==> src/hw/bace_pkg.sv <==
// Purpose: Shared constants for the bitwise AND and carry execution block.
// Assumes: One core clock; one machine cycle is a fixed number of clocks.
// Notes: Opcodes, lengths and cycle counts are named once here.
package bace_pkg;
  // ==========================================================================
  // Opcodes
  localparam logic [7:0] OP_AND_DIR_IMM = 8'h53;
  localparam logic [7:0] OP_AND_C_BIT = 8'h82;
  localparam logic [7:0] OP_AND_C_NBIT = 8'hB0;
  // ==========================================================================
  // Timing
  localparam int unsigned CLK_PER_MC = 12;
  localparam logic [3:0] MC_LAST = 4'(CLK_PER_MC - 1);
  localparam logic [1:0] EXEC_MC = 2'h2;
  localparam logic [1:0] LEN_BYTE_OP = 2'h3;
  localparam logic [1:0] LEN_BIT_OP = 2'h2;
  // ==========================================================================
  // States
  typedef enum logic [4:0] {
    BACE_IDLE = 5'h01,
    BACE_OPND1 = 5'h02,
    BACE_OPND2 = 5'h04,
    BACE_EXEC = 5'h08,
    BACE_DONE = 5'h10
  } bace_state_t;
endpackage : bace_pkg

==> src/hw/bace_exec.sv <==
// Purpose: Decode and execute the AND-immediate-to-direct and carry AND bit instructions.
// Assumes: Fetch offers one byte per valid pulse; memory answers reads in the same cycle.
// Notes: Other opcodes are left to the rest of the core.
// Operation
// - 53h direct imm: write direct AND imm
// - Zero source bit clears carry
// - Slash form uses inverted bit, unchanged
// - Carry AND changes only carry flag
// - Source bit only by direct address
// - 82h plus bit address, two cycles
// - B0h plus bit address, two cycles
`timescale 1ns/10ps
module bace_exec (
  input wire logic mclk_i,
  input wire logic rst_i,
  input wire logic fetch_valid_i,
  input wire logic [7:0] fetch_byte_i,
  output logic fetch_ready_o,
  output logic [7:0] dir_addr_o,
  input wire logic [7:0] dir_rdata_i,
  output logic dir_we_o,
  output logic [7:0] dir_wdata_o,
  output logic [7:0] bit_addr_o,
  input wire logic bit_rdata_i,
  input wire logic carry_i,
  output logic carry_we_o,
  output logic carry_o,
  output logic busy_o,
  output logic done_o
);
  // ==========================================================================
  // Decode helpers
  function automatic logic bace_is_bitop(input logic [7:0] op);
    bace_is_bitop = (op == bace_pkg::OP_AND_C_BIT) || (op == bace_pkg::OP_AND_C_NBIT);
  endfunction : bace_is_bitop

  function automatic logic bace_is_mine(input logic [7:0] op);
    bace_is_mine = bace_is_bitop(op) || (op == bace_pkg::OP_AND_DIR_IMM);
  endfunction : bace_is_mine

  bace_pkg::bace_state_t state_q;
  logic [7:0] op_q;
  logic [7:0] addr_q;
  logic [7:0] imm_q;
  logic [1:0] mc_q;
  logic mc_tick;
  logic take;

  bace_mc_div u_div (
    .mclk_i(mclk_i),
    .rst_i(rst_i),
    .mc_tick_o(mc_tick)
  );

  // Bytes are only taken while the decoder waits for them.
  assign fetch_ready_o = (state_q == bace_pkg::BACE_IDLE) || (state_q == bace_pkg::BACE_OPND1) ||
    (state_q == bace_pkg::BACE_OPND2);
  assign take = fetch_valid_i && fetch_ready_o;
  assign busy_o = (state_q != bace_pkg::BACE_IDLE);

  // ==========================================================================
  // Sequencer
  // Instruction length follows the opcode: three bytes or two bytes.
  always_ff @(posedge mclk_i) begin
    if (rst_i) begin
      state_q <= bace_pkg::BACE_IDLE;
    end else begin
      unique case (state_q)
        bace_pkg::BACE_IDLE: begin
          if (take && bace_is_mine(fetch_byte_i)) begin
            state_q <= bace_pkg::BACE_OPND1;
          end
        end
        bace_pkg::BACE_OPND1: begin
          if (take) begin
            // Second byte is always a direct or bit address.
            state_q <= bace_is_bitop(op_q) ? bace_pkg::BACE_EXEC : bace_pkg::BACE_OPND2;
          end
        end
        bace_pkg::BACE_OPND2: begin
          if (take) begin
            state_q <= bace_pkg::BACE_EXEC;
          end
        end
        bace_pkg::BACE_EXEC: begin
          // Completion waits for two machine cycles to expire.
          // A stalled fetch may let the count saturate first; the next tick still ends it.
          if (mc_tick && (mc_q >= bace_pkg::EXEC_MC - 2'h1)) begin
            state_q <= bace_pkg::BACE_DONE;
          end
        end
        bace_pkg::BACE_DONE: begin
          state_q <= bace_pkg::BACE_IDLE;
        end
      endcase
    end
  end

  // Operand capture.
  always_ff @(posedge mclk_i) begin
    if (rst_i) begin
      op_q <= 8'h00;
      addr_q <= 8'h00;
      imm_q <= 8'h00;
    end else if (take) begin
      if (state_q == bace_pkg::BACE_IDLE) begin
        op_q <= fetch_byte_i;
      end
      if (state_q == bace_pkg::BACE_OPND1) begin
        addr_q <= fetch_byte_i;
      end
      if (state_q == bace_pkg::BACE_OPND2) begin
        imm_q <= fetch_byte_i;
      end
    end
  end

  // Machine cycles spent since the opcode was taken.
  always_ff @(posedge mclk_i) begin
    if (rst_i || (state_q == bace_pkg::BACE_IDLE)) begin
      mc_q <= 2'h0;
    end else if (mc_tick && (mc_q != bace_pkg::EXEC_MC)) begin
      mc_q <= mc_q + 2'h1;
    end
  end

  // ==========================================================================
  // Execution, in the single DONE cycle
  logic is_done;
  logic src_bit;
  assign is_done = (state_q == bace_pkg::BACE_DONE);
  assign done_o = is_done;
  assign dir_addr_o = addr_q;
  assign bit_addr_o = addr_q;
  // Slash form inverts only the copy used here; memory is never written.
  assign src_bit = (op_q == bace_pkg::OP_AND_C_NBIT) ? ~bit_rdata_i : bit_rdata_i;

  // Byte write-back of direct AND immediate.
  always_ff @(posedge mclk_i) begin
    if (rst_i) begin
      dir_we_o <= 1'b0;
      dir_wdata_o <= 8'h00;
    end else begin
      dir_we_o <= is_done && (op_q == bace_pkg::OP_AND_DIR_IMM);
      dir_wdata_o <= dir_rdata_i & imm_q;
    end
  end

  // Carry is the only flag touched; zero source clears, else carry kept.
  always_ff @(posedge mclk_i) begin
    if (rst_i) begin
      carry_we_o <= 1'b0;
      carry_o <= 1'b0;
    end else begin
      carry_we_o <= is_done && bace_is_bitop(op_q);
      carry_o <= carry_i & src_bit;
    end
  end
endmodule : bace_exec

==> src/hw/bace_mc_div.sv <==
// Purpose: Machine cycle divider producing a one-clock enable pulse.
// Assumes: Synchronous active-high reset.
// Notes: The pulse marks the last clock of each machine cycle.
`timescale 1ns/10ps
module bace_mc_div (
  input wire logic mclk_i,
  input wire logic rst_i,
  output logic mc_tick_o
);
  logic [3:0] cnt_q;

  // Free-running count; wraps at the machine-cycle length.
  always_ff @(posedge mclk_i) begin
    if (rst_i) begin
      cnt_q <= 4'h0;
    end else if (cnt_q == bace_pkg::MC_LAST) begin
      cnt_q <= 4'h0;
    end else begin
      cnt_q <= cnt_q + 4'h1;
    end
  end

  assign mc_tick_o = (cnt_q == bace_pkg::MC_LAST);
endmodule : bace_mc_div

==> config.mk <==
export PLATFORM = sky130hd
export DESIGN_NAME = bace_exec
export DESIGN_NICKNAME = d
export VERILOG_FILES = /design/src/hw/bace_pkg.sv /design/src/hw/bace_exec.sv /design/src/hw/bace_mc_div.sv
export SDC_FILE = /design/constraint.sdc
export NUM_CORES = 1
export LEC_CHECK = 0
export BUFFER_PORTS_ARGS = -buffer_cell sky130_fd_sc_hd__buf_4
export CORE_ASPECT_RATIO = 0.7
export CORE_UTILIZATION = 40
export DETAILED_ROUTE_END_ITERATION = 16
export GPL_TIMING_DRIVEN = 0
export PLACE_DENSITY = 0.74
export SYNTH_ARGS = -nofsm -noshare
export SYNTH_HDL_FRONTEND = slang
export SYNTH_SLANG_ARGS = --single-unit
==> constraint.sdc <==
create_clock -name mclk_i -period 2.2 [get_ports mclk_i]
set_input_delay 0.11 -clock mclk_i [delete_from_list [all_inputs] [get_ports mclk_i]]
set_output_delay 0.11 -clock mclk_i [all_outputs]
set_load 0.01 [all_outputs]
### Yosys cells after proc, flatten, opt, wreduce, memory -nomap -nowiden

Cells that the tools add are included.

| cells by class | value |
|---|---|
| add/sub/neg operators | 2 |
| order comparisons | 1 |
| equality and inequality tests | 18 |
| multiplexer cells | 7 |
| bitwise operators | 3 |
| reduce and logical (&&, ||, !) cells | 17 |

Operator list:

| cell | number |
|---|---|
| $eq A8 B8 Y1 const B | 4 |
| $pmux W5 S5 | 1 |
| $mux W5 | 4 |
| $eq A8 B7 Y1 const B | 2 |
| $and A8 B8 Y8 | 1 |
| $ne A2 B2 Y1 const B | 4 |
| $logic_and A1 B1 Y1 | 6 |
| $logic_or A1 B1 Y1 | 6 |
| $reduce_and A2 Y1 | 3 |
| $eq A5 B1 Y1 const B | 1 |
| $eq A5 B2 Y1 const B | 1 |
| $eq A5 B3 Y1 const B | 1 |
| $eq A5 B4 Y1 const B | 1 |
| $eq A5 B5 Y1 const B | 1 |
| $ne A5 B1 Y1 const B | 1 |
| $add A4 B1 Y4 const B | 1 |
| $eq A4 B4 Y1 const B | 1 |
| $mux W4 | 1 |
| $reduce_and A4 Y1 | 1 |
| $add A2 B1 Y2 const B | 1 |
| $ge A2 B1 Y1 const B | 1 |
| $ne A2 B1 Y1 const B | 1 |
| $reduce_or A2 Y1 | 1 |
| $and A1 B1 Y1 | 1 |
| 2 further kinds | 2 |

| storage, ports and cells | value |
|---|---|
| flip-flop bits (word level) | 46 |
| output and inout port bits | 30 |

### Longest topological paths before layout

| depth | value |
|---|---|
| word-level depth | 7 |
| gate-level depth with buffers | 7 |

### By module

Synthesis repeated with hierarchy kept, for this count alone.

| second synthesis, totals | value |
|---|---|
| cells, all modules | 211 |
| area, all modules | 1991.9 um^2 |

By module, submodules not included:

| module | instances | cells an instance | area each (um^2) | seq. area each (um^2) |
|---|---|---|---|---|
| bace_exec | 1 | 195 | 1803.0 | 840.8 |
| bace_mc_div | 1 | 16 | 188.9 | 80.1 |

### Worst setup path before layout

Ideal clock, no wire load.

| path | value |
|---|---|
| path kind | register -> register |
| start | reg u_div.cnt_q[0] |
| end | reg state_q[2] |
| setup time | 0.071 ns |
| arrival | 1.502 ns |
| data required time | 2.129 ns |
| setup slack | 0.627 ns |
| cell stages (with the launch flop) | 7 |
| buffers on the path | 0 |
| clock period less this slack | 1.573 ns |
| path through | dfxtp_1 ha_1 nand3b_1 o211a_1 a21o_1 or3_1 a21oi_1 |

| between the ends | value |
|---|---|
| word-level cells in the longest chain between the ends | 4 |

Ends and longest elaborated chain:

| element | RTL line | text |
|---|---|---|
| start, declared | bace_mc_div.sv:10 | `logic [3:0] cnt_q;` |
| start signal, assigned | bace_mc_div.sv:19 | `cnt_q <= cnt_q + 4'h1;` |
| $eq A4 B4 Y1 | bace_mc_div.sv:23 | `assign mc_tick_o = (cnt_q == bace_pkg::MC_LAST);` |
| $logic_and A1 B1 Y1 | bace_exec.sv:88 | `if (mc_tick && (mc_q >= bace_pkg::EXEC_MC - 2'h1)) begin` |
| $ne A2 B2 Y1 (no line) | -- |  |
| $reduce_and A4 Y1 (no line) | -- |  |
| end signal, assigned | bace_exec.sv:82 | `state_q <= bace_pkg::BACE_EXEC;` |
| end signal, assigned | bace_exec.sv:89 | `state_q <= bace_pkg::BACE_DONE;` |
| end signal, assigned | bace_exec.sv:93 | `state_q <= bace_pkg::BACE_IDLE;` |
| end, declared | bace_exec.sv:41 | `bace_pkg::bace_state_t state_q;` |

Every way passes these cells.
A chain may end at the register's enable or synchronous reset.

### Final worst setup path

Ends and elaborated chain as after synthesis.

==> impl_metrics.ini <==
[timing]
fin_crit_sh = 0.8086
finalSetupViolCount = 0
holdWs_ns = 0.04198
hold_viol = 0
rsz0062_at_grt = no
period_needed_ns = 1.779
slew_headroom = 0.6155
slew_violations = 0
tns_ns = 0
fin_skew_ns = 0.003492
fmax_ghz = 0.5622
tightest_slew_ns = 0.5741

[synthesis]
ys_async_sr_fraction = 0
synth_top_cell_by_area = dfxtp_1
yosysMostFrequentCell = dfxtp_1
yosys-top-cells-area = dfxtp_1 (47%), mux2i_1 (13%), nor2_1 (7.6%)
synthDominantCellAreaShare = 0.4676
syn-num-nets = 233
synth_cell_type_count = 41
synth_enable_flop_cells = 0
netlist_top_cells_count = dfxtp_1 (46), nor2_1 (40), mux2i_1 (26)
ys_ff_latch = 46
ys.flop_type = dfxtp_1
yosysWarnings = 0
synth.avg_cell_area_um2 = 9.423
synth_cells = 209
ys_seq_area_frac = 0.4676
synth_area_um2 = 1969

[cells_and_area]
diodes = 0
final_layout_size_suffix_gt1_frac = 0.2765
syn_to_final_growth_pct = 27.06
stdcell_area_um2 = 2502
fill_cells = 417
finalNetCount = 289
utilization = 0.5525

[cts]
root_buffer = clkbuf_8
hold_buffers = 0
htreeDepth = 2
clk_latency_ns = 0.28
cts_setup_buffers = 0
clockBufferDepth = 2
tritoncts = built
cts_sinks = 46
numCtsBuffers = 5
cts_resized = 0
cts.clk_slew.worst_paths_ns = 0.08

[global_routing]
grt_pass1_wl_um = 7127
grtUsageTotal = 0.1793
gr-total-overflow = 0
grt_antenna_before_repair = 0
grt_pass1_vias = 1505
grt_max_degree = 13

[floorplanning]
die_area_um2 = 5212
initial_core_util = 0.4348
pin_count = 51
fp.coreArea_um2 = 4529
core.rowCount = 20
die_h_um = 60.71
dieWidth_um = 85.87

[drt]
post_drt_wl_per_cell_um = 13.12
num_vias = 1625
postRouteAntennaNets = 0
drc = 0
drtPass1Iterations = 4
vias_per_cell = 4.924
wirelength_um = 4329
drt-initial-drc-count = 122

[worst_setup_path]
crit_required_ns = 2.42
cp-start-kind = flop
worstSetupPathType = reg2reg
arrival_ns = 2.00
crit_fanout = 6
cp-end-kind = flop

[power]
p_comb_frac = 0.273
p_seq_frac = 0.474
p_leak_nw = 1.157
ir_worst_vdd_mv = 0.3425
power-per-cell-area_nw_per_um2 = 781.6
total_power_w = 0.001956
switching_share = 0.2956
p_switching_w = 0.0005781
clockPowerShare = 0.252
p_int_w = 0.001378

[placement]
place_area_um2 = 2420
dp_hpwl_um = 3246
io_buffers = 49
gp_congestion = 0.8507

[worst_hold_path]
hold_class = in2reg

[outcome]
status = completed

[job]
drv.max_cap_violation_count = 0
## path summary, 6_finish.rpt
kind                        from  slack [ns]  cells past startpoint             end
hold / removal    dir_rdata_i[2]        0.04                      3  dir_wdata_o[2]
setup reg to reg  u_div.cnt_q[0]        0.42                      6      state_q[2]
setup / recovery  u_div.cnt_q[0]        0.42                      6      state_q[2]
hold reg to reg         imm_q[5]        0.43                      2  dir_wdata_o[5]
## power by group through the flow
stage	combinational, W	sequential, W	clock, W
floorplan	0.000360	0.000940	0
global placement	0.000526	0.000944	0
detailed placement	0.000533	0.000946	0
CTS	0.000535	0.000927	0.000509
global route	0.000589	0.000934	0.000550
finish	0.000535	0.000928	0.000493
## flip-flops by register name (all words and copies together) (netlist names)
| register | flops |
|---|---|
| carry_o | 1 |
| op_q | 8 |
| carry_we_o | 1 |
| mc_q | 2 |
| u_div.cnt_q | 4 |
| state_q | 5 |
| imm_q | 8 |
| dir_wdata_o | 8 |
| dir_we_o | 1 |
| bit_addr_o | 8 |
## final cells by class
| type | instances | area [um2] | area share |
|---|---|---|---|
| flip-flops and latches | 46 | 920.9 | 0.3680 |
| clock buffers | 6 | 82.58 | 0.03300 |
| plain buffers | 19 | 111.4 | 0.04450 |
| well taps | 66 | 82.58 | 0.03300 |
| inverters | 4 | 15.01 | 0.006000 |
| repair buffers | 49 | 367.9 | 0.1470 |
| multi-input cells | 140 | 922.1 | 0.3685 |
## metal layers
metal / global-route usage / vias to the layer above / wire [um]
met4: 0.04524 / 0 / 13
li1: - / 823 / -
met3: 0.04626 / 2 / 225
met1: 0.2506 / 759 / 2215
met2: 0.2800 / 41 / 1874
met5: 0 / - / 0
## logic make-up (layout without fill, tap and decap cells)
group / after synthesis / after routing / share of synthesized area
mux: 26 / 26 / 0.1321
simple gates: 88 / 88 / 0.2376
xor+xnor: 5 / 5 / 0.02224
fa+ha+maj: 3 / 3 / 0.01906
flops: 46 / 46 / 0.4676
buf+inv: 23 / 78 / 0.06416
compound gates: 18 / 18 / 0.05719
## through the flow
stage | std cells | setup WS, ns
final | 330 | 0.4212
after global placement | 324 | 0.4947
after floorplan | 209 | 0.6269
after detailed placement | 324 | 0.4506
after global routing | 330 | 0.3242
after CTS | 330 | 0.4343
## critical path, cell delays in order (launching register included)
cell and delay (ns):
dfxtp_1 0.36, ha_1 0.24, nand3b_1 0.14, o211a_1 0.24, a21o_1 0.22, or3_1 0.38
a21oi_1 0.14
## placed cells by master (no fill, tap or decap), drive strengths merged, types with 2 or more instances in the layout
cell type  instances
a21oi              3
and3               2
and3b              4
buf               62
clkbuf            12
dfxtp             46
ha                 3
inv                4
mux2i             26
nand2              9
nand2b             2
nand3              3
nand3b             3
nand4b             2
nor2              40
nor2b              2
nor3               5
nor3b              6
nor4               5
o21ai              7
or3                2
xnor2              3
xor2               2
No activity file was read; power rests on OpenSTA's default activity.
